<file path="config.mk">
export PLATFORM = sky130hd
export DESIGN_NAME = upmc_config_bank
export DESIGN_NICKNAME = d
export VERILOG_FILES = /design/src/common/upmc_pkg.sv /design/src/hw/upmc_config_bank.sv
export SDC_FILE = /design/constraint.sdc
export NUM_CORES = 1
export LEC_CHECK = 0
export ABC_AREA = 1
export BUFFER_PORTS_ARGS = -buffer_cell sky130_fd_sc_hd__buf_2
export CORE_UTILIZATION = 25
export DETAILED_ROUTE_END_ITERATION = 12
export SETUP_SLACK_MARGIN = 0.15
export SLEW_MARGIN = 10
export SYNTH_ARGS = -nofsm -noshare
export SYNTH_HDL_FRONTEND = slang
export SYNTH_SLANG_ARGS = --single-unit
</file>
<file path="constraint.sdc">
create_clock -name clk_sys_in -period 2.1 [get_ports clk_sys_in]
set_input_delay 0.21 -clock clk_sys_in [delete_from_list [all_inputs] [get_ports clk_sys_in]]
set_output_delay 0.21 -clock clk_sys_in [all_outputs]
set_load 0.1 [all_outputs]
</file>
<file path="src/common/upmc_pkg.sv">
// Package for the UART pin and miscellaneous configuration bank
package upmc_pkg;
  // Register indices; byte address is four times the index
  localparam logic [5:0] IDX_DRIVE = 6'h13;
  localparam logic [5:0] IDX_PULLUP = 6'h14;
  localparam logic [5:0] IDX_PULLDN = 6'h15;
  localparam logic [5:0] IDX_LOOP = 6'h16;
  localparam logic [5:0] IDX_IR = 6'h17;
  localparam logic [5:0] IDX_CLKDIV = 6'h18;
  localparam logic [5:0] IDX_WAKE = 6'h1F;
  // Writable bit masks
  localparam logic [15:0] MASK_DRIVE = 16'h0BFF;
  localparam logic [15:0] MASK_PULL = 16'h07FF;
  localparam logic [15:0] MASK_LOOP = 16'h0007;
  localparam logic [15:0] MASK_IR = 16'h0007;
  localparam logic [15:0] MASK_CLKDIV = 16'hFFFF;
  localparam logic [15:0] MASK_WAKE = 16'h000C;
  // Reset values
  localparam logic [15:0] RST_DRIVE = 16'h0080;
  localparam logic [15:0] RST_PULLUP = 16'h07FF;
  localparam logic [15:0] RST_PULLDN = 16'h0000;
  localparam logic [15:0] RST_LOOP = 16'h0000;
  localparam logic [15:0] RST_IR = 16'h0000;
  localparam logic [15:0] RST_CLKDIV = 16'h0000;
  localparam logic [15:0] RST_WAKE = 16'h0004;
  // Field positions
  localparam int DRV_TX_BIT = 11;
  localparam int PULL_RX_BIT = 10;
  localparam int LOOP_DTR_BIT = 2;
  localparam int LOOP_RTS_BIT = 1;
  localparam int LOOP_TX_BIT = 0;
  localparam int IR_WIDTH_BIT = 2;
  localparam int IR_INV_BIT = 1;
  localparam int IR_EN_BIT = 0;
  localparam int WAKE_RX_BIT = 3;
  localparam int WAKE_RI_BIT = 2;
  localparam int HIGH_CNT_LSB = 8;
  localparam int LOW_CNT_LSB = 0;
  localparam int GPIO_COUNT = 10;
  // Infrared pulse widths in sixteenths of a bit
  localparam logic [3:0] IR_PULSE_NARROW = 4'h3;
  localparam logic [3:0] IR_PULSE_WIDE = 4'h4;
  localparam logic [4:0] IR_BIT_TICKS = 5'h10;
  // Clock output unit time and system clock period
  localparam int CLKOUT_UNIT_PS = 41670;
  localparam int SYS_CLK_PERIOD_PS = 50000;
  localparam int CLKOUT_UNIT_RAW = CLKOUT_UNIT_PS / SYS_CLK_PERIOD_PS;
  localparam int CLKOUT_UNIT_CYC = (CLKOUT_UNIT_RAW < 1) ? 1 : CLKOUT_UNIT_RAW;
endpackage

</file>
<file path="src/hw/upmc_config_bank.sv">
// UART pin drive, pull, loopback, infrared, clock output and wakeup configuration bank
// Behaviour
// TX pin open drain when bit 11 set
// GPIO drive bits select push-pull or open drain
// GPIO7 drive bit resets to open drain
// Drive type applies to alternate functions too
// RX pull-up bit 10, resets enabled
// GPIO pull-ups, reset all enabled
// RX pull-down bit 10, resets disabled
// GPIO pull-downs, reset all disabled
// Pull-up wins over pull-down
// Pulls apply to alternate-function inputs too
// DTR loops to DSR when bit 2 set
// RTS loops to CTS when bit 1 set
// TX loops to receiver, pins cut off
// Infrared control bit 0 enables infrared mode
// Infrared pulse 3/16 or 4/16 bit
// Infrared bit 1 inverts receive data
// Clock output high time from bits 15:8
// Clock output low time from bits 7:0
// RX falling edge wakes when enabled
// Ring pin falling edge wakes, default on
// Software writes reserved bits as zero
// Clock divider counts one-unit enable ticks; here each tick is one 50000 ps system clock, longer than the 41670 ps unit
// Reserved bits ignore writes, read zero
//
// Implementation choice: the Wishbone register port.
module upmc_config_bank (
  // Clock and reset
  input wire logic clk_sys_in,
  input wire logic rst_b_in,
  // Wishbone slave
  input wire logic wb_cyc_in,
  input wire logic wb_stb_in,
  input wire logic wb_we_in,
  input wire logic [7:0] wb_adr_in,
  input wire logic [3:0] wb_sel_in,
  input wire logic [31:0] wb_dat_in,
  output logic [31:0] wb_dat_out,
  output logic wb_ack_out,
  // UART core side
  input wire logic uart_txd_in,
  input wire logic uart_rts_in,
  input wire logic uart_dtr_in,
  input wire logic baud16_tick_in,
  output logic uart_rxd_out,
  output logic uart_cts_out,
  output logic uart_dsr_out,
  // GPIO logic side
  input wire logic [upmc_pkg::GPIO_COUNT-1:0] gpio_data_in,
  input wire logic [upmc_pkg::GPIO_COUNT-1:0] gpio_dir_out_in,
  input wire logic rx_is_input_in,
  input wire logic ri_is_input_in,
  // Pins
  input wire logic rx_pin_in,
  input wire logic cts_pin_in,
  input wire logic dsr_pin_in,
  input wire logic ring_indicate_wake_pin_in,
  output logic tx_pin_out,
  output logic tx_pin_oe_out,
  output logic [upmc_pkg::GPIO_COUNT-1:0] gpio_pin_out,
  output logic [upmc_pkg::GPIO_COUNT-1:0] gpio_pin_oe_out,
  output logic [upmc_pkg::GPIO_COUNT:0] pull_up_out,
  output logic [upmc_pkg::GPIO_COUNT:0] pull_down_out,
  output logic clkout_pin_out,
  // Wakeup
  output logic wake_event_out
);
  import upmc_pkg::*;

  // ---------------------------------------------------------------
  // Register file
  // ---------------------------------------------------------------
  logic [15:0] drive_reg, pullup_reg, pulldn_reg, loop_reg, ir_reg, clkdiv_reg, wake_reg;
  logic bus_req, bus_wr;
  logic [15:0] wr_lanes;

  function automatic logic [15:0] lane_write(input logic [15:0] old, input logic [15:0] mask);
    logic [15:0] merged;
    merged = (old & ~wr_lanes) | (wb_dat_in[15:0] & wr_lanes);
    return merged & mask;
  endfunction

  function automatic logic [15:0] reg_read(input logic [5:0] idx);
    logic [15:0] val;
    val = 16'h0000;
    case (idx)
      IDX_DRIVE: val = drive_reg;
      IDX_PULLUP: val = pullup_reg;
      IDX_PULLDN: val = pulldn_reg;
      IDX_LOOP: val = loop_reg;
      IDX_IR: val = ir_reg;
      IDX_CLKDIV: val = clkdiv_reg;
      IDX_WAKE: val = wake_reg;
      default: val = 16'h0000;
    endcase
    return val;
  endfunction

  assign bus_req = wb_cyc_in & wb_stb_in & ~wb_ack_out;
  // Write lands on the edge where the master sees ack
  assign bus_wr = wb_cyc_in & wb_stb_in & wb_we_in & wb_ack_out;
  assign wr_lanes = {{8{wb_sel_in[1]}}, {8{wb_sel_in[0]}}};

  always_ff @(posedge clk_sys_in) begin
    if (!rst_b_in) begin
      wb_ack_out <= 1'b0;
      wb_dat_out <= 32'h0000_0000;
    end else begin
      wb_ack_out <= bus_req;
      // Unmapped offsets still ack and read zero
      if (bus_req) begin
        wb_dat_out <= {16'h0000, reg_read(wb_adr_in[7:2])};
      end
    end
  end

  always_ff @(posedge clk_sys_in) begin
    if (!rst_b_in) begin
      drive_reg <= RST_DRIVE;
      pullup_reg <= RST_PULLUP; // see
      pulldn_reg <= RST_PULLDN; // see
      loop_reg <= RST_LOOP;
      ir_reg <= RST_IR;
      clkdiv_reg <= RST_CLKDIV;
      wake_reg <= RST_WAKE;
    end else if (bus_wr) begin
      // Masks drop reserved bits so they always read zero; see
      case (wb_adr_in[7:2])
        IDX_DRIVE: drive_reg <= lane_write(drive_reg, MASK_DRIVE);
        IDX_PULLUP: pullup_reg <= lane_write(pullup_reg, MASK_PULL);
        IDX_PULLDN: pulldn_reg <= lane_write(pulldn_reg, MASK_PULL);
        IDX_LOOP: loop_reg <= lane_write(loop_reg, MASK_LOOP);
        IDX_IR: ir_reg <= lane_write(ir_reg, MASK_IR);
        IDX_CLKDIV: clkdiv_reg <= lane_write(clkdiv_reg, MASK_CLKDIV);
        IDX_WAKE: wake_reg <= lane_write(wake_reg, MASK_WAKE);
        default: ;
      endcase
    end
  end

  // ---------------------------------------------------------------
  // Pin input synchronisers
  // ---------------------------------------------------------------
  // Order: ring, dsr, cts, rx
  logic [3:0] pin_meta_reg, pin_sync_reg, pin_prev_reg;
  logic rx_sync, cts_sync, dsr_sync, ri_sync;

  always_ff @(posedge clk_sys_in) begin
    if (!rst_b_in) begin
      pin_meta_reg <= 4'hF;
      pin_sync_reg <= 4'hF;
      pin_prev_reg <= 4'hF;
    end else begin
      pin_meta_reg <= {ring_indicate_wake_pin_in, dsr_pin_in, cts_pin_in, rx_pin_in};
      pin_sync_reg <= pin_meta_reg;
      pin_prev_reg <= pin_sync_reg;
    end
  end

  assign rx_sync = pin_sync_reg[0];
  assign cts_sync = pin_sync_reg[1];
  assign dsr_sync = pin_sync_reg[2];
  assign ri_sync = pin_sync_reg[3];

  // ---------------------------------------------------------------
  // Infrared encode and decode
  // ---------------------------------------------------------------
  logic ir_en, ir_inv, loop_tx;
  logic [3:0] ir_phase_reg, ir_width, ir_stretch_reg;
  logic txd_prev_reg, ir_tx_pulse, rx_line;

  assign ir_en = ir_reg[IR_EN_BIT];
  assign ir_inv = ir_reg[IR_INV_BIT];
  assign loop_tx = loop_reg[LOOP_TX_BIT];
  assign ir_width = ir_reg[IR_WIDTH_BIT] ? IR_PULSE_WIDE : IR_PULSE_NARROW;
  // Pulse sits at the start of each zero bit; the data edge cycle counts as phase 0
  assign ir_tx_pulse = ir_en & ~uart_txd_in
    & ((uart_txd_in != txd_prev_reg) | (ir_phase_reg < ir_width));
  // Inversion serves receivers whose idle level is the wrong way up
  assign rx_line = rx_sync ^ ir_inv;

  always_ff @(posedge clk_sys_in) begin
    if (!rst_b_in) begin
      txd_prev_reg <= 1'b1;
      ir_phase_reg <= 4'h0;
    end else begin
      txd_prev_reg <= uart_txd_in;
      if (uart_txd_in != txd_prev_reg) begin
        ir_phase_reg <= baud16_tick_in ? 4'h1 : 4'h0;
      end else if (baud16_tick_in) begin
        ir_phase_reg <= ir_phase_reg + 4'h1;
      end
    end
  end

  // A low received pulse is stretched across one bit time
  always_ff @(posedge clk_sys_in) begin
    if (!rst_b_in) begin
      ir_stretch_reg <= 4'h0;
    end else if (!rx_line) begin
      ir_stretch_reg <= IR_BIT_TICKS[3:0] - 4'h1;
    end else if (baud16_tick_in && ir_stretch_reg != 4'h0) begin
      ir_stretch_reg <= ir_stretch_reg - 4'h1;
    end
  end

  // ---------------------------------------------------------------
  // Loopback and receive routing
  // ---------------------------------------------------------------
  logic rx_path;

  always_comb begin
    if (loop_tx) begin
      rx_path = uart_txd_in;
    end else if (ir_en) begin
      rx_path = rx_line & (ir_stretch_reg == 4'h0); // see
    end else begin
      rx_path = rx_line;
    end
  end

  always_ff @(posedge clk_sys_in) begin
    if (!rst_b_in) begin
      uart_rxd_out <= 1'b1;
      uart_cts_out <= 1'b1;
      uart_dsr_out <= 1'b1;
    end else begin
      uart_rxd_out <= rx_path;
      uart_cts_out <= loop_reg[LOOP_RTS_BIT] ? uart_rts_in : cts_sync;
      uart_dsr_out <= loop_reg[LOOP_DTR_BIT] ? uart_dtr_in : dsr_sync;
    end
  end

  // ---------------------------------------------------------------
  // Output drivers and pulls
  // ---------------------------------------------------------------
  logic tx_level;
  assign tx_level = ir_en ? ir_tx_pulse : uart_txd_in;

  // Open drain drives only low; a high is left to the external pull-up
  always_ff @(posedge clk_sys_in) begin
    if (!rst_b_in) begin
      tx_pin_out <= 1'b1;
      tx_pin_oe_out <= 1'b0;
      gpio_pin_out <= '0;
      gpio_pin_oe_out <= '0;
      pull_up_out <= '0;
      pull_down_out <= '0;
    end else begin
      if (loop_tx) begin
        // Level follows drive type so an open-drain pin never shows high
        tx_pin_out <= ~drive_reg[DRV_TX_BIT];
        tx_pin_oe_out <= 1'b0;
      end else if (drive_reg[DRV_TX_BIT]) begin
        tx_pin_out <= 1'b0;
        tx_pin_oe_out <= ~tx_level;
      end else begin
        tx_pin_out <= tx_level;
        tx_pin_oe_out <= 1'b1;
      end
      // GPIO data and direction already carry any alternate function; see
      for (int i = 0; i < GPIO_COUNT; i++) begin
        gpio_pin_out[i] <= drive_reg[i] ? 1'b0 : gpio_data_in[i];
        gpio_pin_oe_out[i] <= gpio_dir_out_in[i] & ~(drive_reg[i] & gpio_data_in[i]);
      end
      // Pulls stay set whatever the pin's function; see
      pull_up_out <= pullup_reg[PULL_RX_BIT:0]; // see
      pull_down_out <= pulldn_reg[PULL_RX_BIT:0] & ~pullup_reg[PULL_RX_BIT:0];
    end
  end

  // ---------------------------------------------------------------
  // Clock output divider
  // ---------------------------------------------------------------
  localparam int UNIT_W = $clog2(CLKOUT_UNIT_CYC + 1);
  logic [UNIT_W-1:0] unit_cnt_reg;
  logic unit_tick;
  logic [7:0] div_cnt_reg, hi_count, lo_count, div_inc;

  assign unit_tick = (unit_cnt_reg == UNIT_W'(CLKOUT_UNIT_CYC - 1));
  assign hi_count = clkdiv_reg[HIGH_CNT_LSB +: 8];
  assign lo_count = clkdiv_reg[LOW_CNT_LSB +: 8];
  assign div_inc = div_cnt_reg + 8'h01;

  always_ff @(posedge clk_sys_in) begin
    if (!rst_b_in) begin
      unit_cnt_reg <= '0;
    end else begin
      unit_cnt_reg <= unit_tick ? '0 : unit_cnt_reg + UNIT_W'(1);
    end
  end

  // A zero count holds the output in the other phase
  always_ff @(posedge clk_sys_in) begin
    if (!rst_b_in) begin
      clkout_pin_out <= 1'b0;
      div_cnt_reg <= 8'h00;
    end else if (unit_tick) begin
      if (clkout_pin_out && div_inc >= hi_count && lo_count != 8'h00) begin
        clkout_pin_out <= 1'b0;
        div_cnt_reg <= 8'h00;
      end else if (!clkout_pin_out && div_inc >= lo_count && hi_count != 8'h00) begin
        clkout_pin_out <= 1'b1;
        div_cnt_reg <= 8'h00;
      end else if (div_cnt_reg != 8'hFE) begin
        // Saturate below 0xFF so the incremented count never wraps to zero and stalls
        div_cnt_reg <= div_inc;
      end
    end
  end

  // ---------------------------------------------------------------
  // Remote wakeup
  // ---------------------------------------------------------------
  logic rx_fall, ri_fall;
  assign rx_fall = pin_prev_reg[0] & ~rx_sync;
  assign ri_fall = pin_prev_reg[3] & ~ri_sync;

  always_ff @(posedge clk_sys_in) begin
    if (!rst_b_in) begin
      wake_event_out <= 1'b0;
    end else begin
      wake_event_out <= (wake_reg[WAKE_RX_BIT] & rx_is_input_in & rx_fall) |
                        (wake_reg[WAKE_RI_BIT] & ri_is_input_in & ri_fall);
    end
  end
endmodule

</file>
==> flow_metrics.py <==
metrics = {
    "timing": {
        "fin_setup_tns_ns": -0.9685,
        "fin_skew_ns": 0.008918,
        "relSlewSlack": 0.6528,
        "setup_violations": 9,
        "fin_ws_ns": -0.1318,
        "final.period_utilization": 1.063,
        "tightest_slew_ns": 0.5244,
        "rsz0062_at_grt": "yes",
        "timing.fmax_ghz": 0.4481,
        "min_period_ns": 2.232,
        "hold_viol_final": 0,
        "drv_slew": 0,
    },
    "synthesis": {
        "synth_seq_cells": 151,
        "synthDistinctLibCells": 37,
        "synth_seq_area_share": 0.4809,
        "netlist.area_leader.share": 0.4809,
        "synth_cells": 791,
        "synth_top_area_cell": "dfxtp_1",
        "avgSynthCellArea_um2": 7.947,
        "synth_area_leaders": "dfxtp_1, nand2_1, a21oi_1, inv_1, ha_1",
        "yosysWarningCount": 0,
        "syn_area_um2": 6286,
    },
    "drt": {
        "drtIter0Drc": 414,
        "wl_per_cell_um": 13.51,
        "ant_nets": 0,
        "drtPass1Iterations": 5,
        "drcViolationCount": 0,
        "totalWireLength_um": 17440,
        "routed_via_density": 4.440,
        "dr_total_vias": 5732,
    },
    "final_layout": {
        "n_antenna_cell": 0,
        "drive_gt1_frac": 0.2472,
        "area_delta_synth_final_pct": 32.78,
        "nets": 1055,
        "final_cell_mix": "nand2_1, dfxtp_1, buf_2, inv_1, a21oi_1",
        "final_cells": 1291,
        "final_common_cell": "nand2_1",
    },
    "floorplan": {
        "io_pins": 161,
        "row_count": 57,
        "die_h_um": 160.6,
        "start_util": 0.2570,
        "core_um2": 24460,
        "dieArea_um2": 25780,
        "die_w_um": 160.6,
    },
    "global_route": {
        "antenna_found_initial": 0,
        "grtUsageTotal": 0.1373,
        "grt_max_degree": 96,
        "grt_pass1_vias": 5281,
        "overflow": 0,
        "grt_first_pass_wirelength_um": 27490,
    },
    "power_and_ir_drop": {
        "p_sw_mw": 1.977,
        "p_int_mw": 5.408,
        "switching_share": 0.2677,
        "power.density_nw_per_um2": 884.8,
        "p_leak_nw": 3.822,
        "clockPowerShare": 0.479,
        "ir_worst_vdd_v": 0.0005014,
        "power.share.combinational": 0.120,
        "p_seq_frac": 0.401,
    },
    "setup_path": {
        "end_kind": "flip-flop",
        "path_max_fanout": 9,
        "worst_path_largest_cell_delay_ns": 0.33,
        "path_cells": "nand2_2, nor3_4, buf_4, nand2_2, xor2_1, buf_4, ha_1, nand2_1, o21a_1, nand2_1, nand2_2, nand2_4, nand2_4, buf_4, a21oi_1",
        "cp_slowest_cell": "dfxtp_2",
        "path_class": "reg2reg",
        "critPathArrivalTime_ns": 2.59,
        "cp.required_ns": 2.46,
        "startpoint_type": "flip-flop",
    },
    "placement": {
        "gp_congestion": 0.7850,
        "numPortBuffers": 124,
        "dp_cells": 1231,
        "dp_hpwl_um": 12640,
    },
    "clock_network": {
        "h-tree-depth": 4,
        "cts-root-buf": "clkbuf_16",
        "clk_pin_slew_worst_paths_ns": 0.06,
        "insertion_delay_ns": 0.42,
        "cts_tree": "yes",
        "clk_path_buf_depth": 2,
        "cts_sinks": 151,
        "cts_buffers": 17,
    },
    "flow_run": {
        "maxCapViolations": 0,
    },
    "status": {
        "violations": "negative setup slack",
        "status": "finished, violations left",
    },
    "hold_path": {
        "min_path_type": "in2reg",
    },
}
## critical path: cells and delay by family, from the launching register on
family	cells	cell delay (ns)
AO/OA/AOI/OAI	2	0.29
XOR/XNOR	1	0.14
adder cells (fa/ha/maj)	1	0.26
buffers and inverters	3	0.44
flip-flops	1	0.33
AND/OR/NAND/NOR	8	0.71
## power by group through the flow
stage	clock [mW]	sequential, mW	combinational [mW]
global placement	0	3.03	0.844
global route	3.73	2.97	0.950
floorplan	0	3.32	0.383
detailed placement	0	3.03	0.853
CTS	3.61	2.96	0.889
finish	3.54	2.96	0.885
## cells in the mapped netlist (all sizes together)
master / instances
xnor2: 2
nand4: 12
nor4: 4
a211oi: 10
o221ai: 1
clkbuf: 19
buf: 22
a22oi: 2
nand3: 17
nor3: 11
o31ai: 1
nand2: 166
o211ai: 11
clkinv: 1
conb: 1
o2111ai: 4
o21ai: 56
nor2: 69
dfxtp: 151
ha: 22
o21a: 4
a21oi: 84
inv: 98
xor2: 7
o2bb2ai: 2
o22ai: 5
or2: 9
## cell families (layout without fill, tap and decap cells)
kind of cell               after synthesis  count (layout)  share of synthesized area
AOI/OAI and AO/OA                      180             180                     0.1612
adders and majority gates               22              22                    0.04379
DFF                                    151             151                     0.4809
buffers and inverters                  140             300                    0.09594
other                                    1              17                  0.0005966
and+or+nand+nor                        288             288                     0.2050
xor gates and xnor gates                 9               9                    0.01254
## metal layers
metal  wire length [um]  GRT usage  part of all wire
met4                200    0.04242             0.011
met3               1018    0.03177             0.058
met5                  0          0                 0
met1               8114     0.1776              0.47
met2               8103     0.2253              0.46
## final cells by class
type                            count  area, um^2
Tap cell                          324       405.4
Multi-Input combinational cell    516        2809
Clock inverter                     14       244.0
Fill cell                        2547       16120
Clock buffer                       18       439.2
Timing Repair Buffer              169        1044
Sequential cell                   151        3034
Inverter                           99       371.6
## what timing repair did
action	CTS	global route
hold buffers	24	0
setup buffers	4	0
pin swaps	19	10
endpoints found under the setup margin	9	9
resized for setup	9	12
endpoints found under the hold margin	21	0
## through the flow
step	setup WS, ns	instance area, um^2	total power [mW]	hold slack [ns]	utilization
6_report	-0.1318	8347	7.385	0.02154	0.3412
5_1_grt	-0.2792	8347	7.650	0.02488	0.3412
4_1_cts	-0.1578	8313	7.466	0.001754	0.3398
3_5_place_dp	-0.3004	7313	3.880	0.4036	0.2990
3_3_place_gp	-0.2083	7313	3.871	0.3979	0.2990
2_1_floorplan	0.03920	6366	3.702	0.3011	-
## path summary, 6_finish.rpt
kind                               start                       endpoint  slack (ns)  depth (start not counted)
max          div_cnt_reg[3]$_SDFFE_PN0P_    clkout_pin_out$_SDFFE_PN0P_       -0.13                         15
min                   gpio_dir_out_in[5]  gpio_pin_oe_out[5]$_SDFF_PN0_        0.02                          3
max reg2reg  div_cnt_reg[3]$_SDFFE_PN0P_    clkout_pin_out$_SDFFE_PN0P_       -0.13                         15
min reg2reg   pin_meta_reg[3]$_SDFF_PN1_     pin_sync_reg[3]$_SDFF_PN1_        0.42                          1
Power figures use the tool's default switching activity.
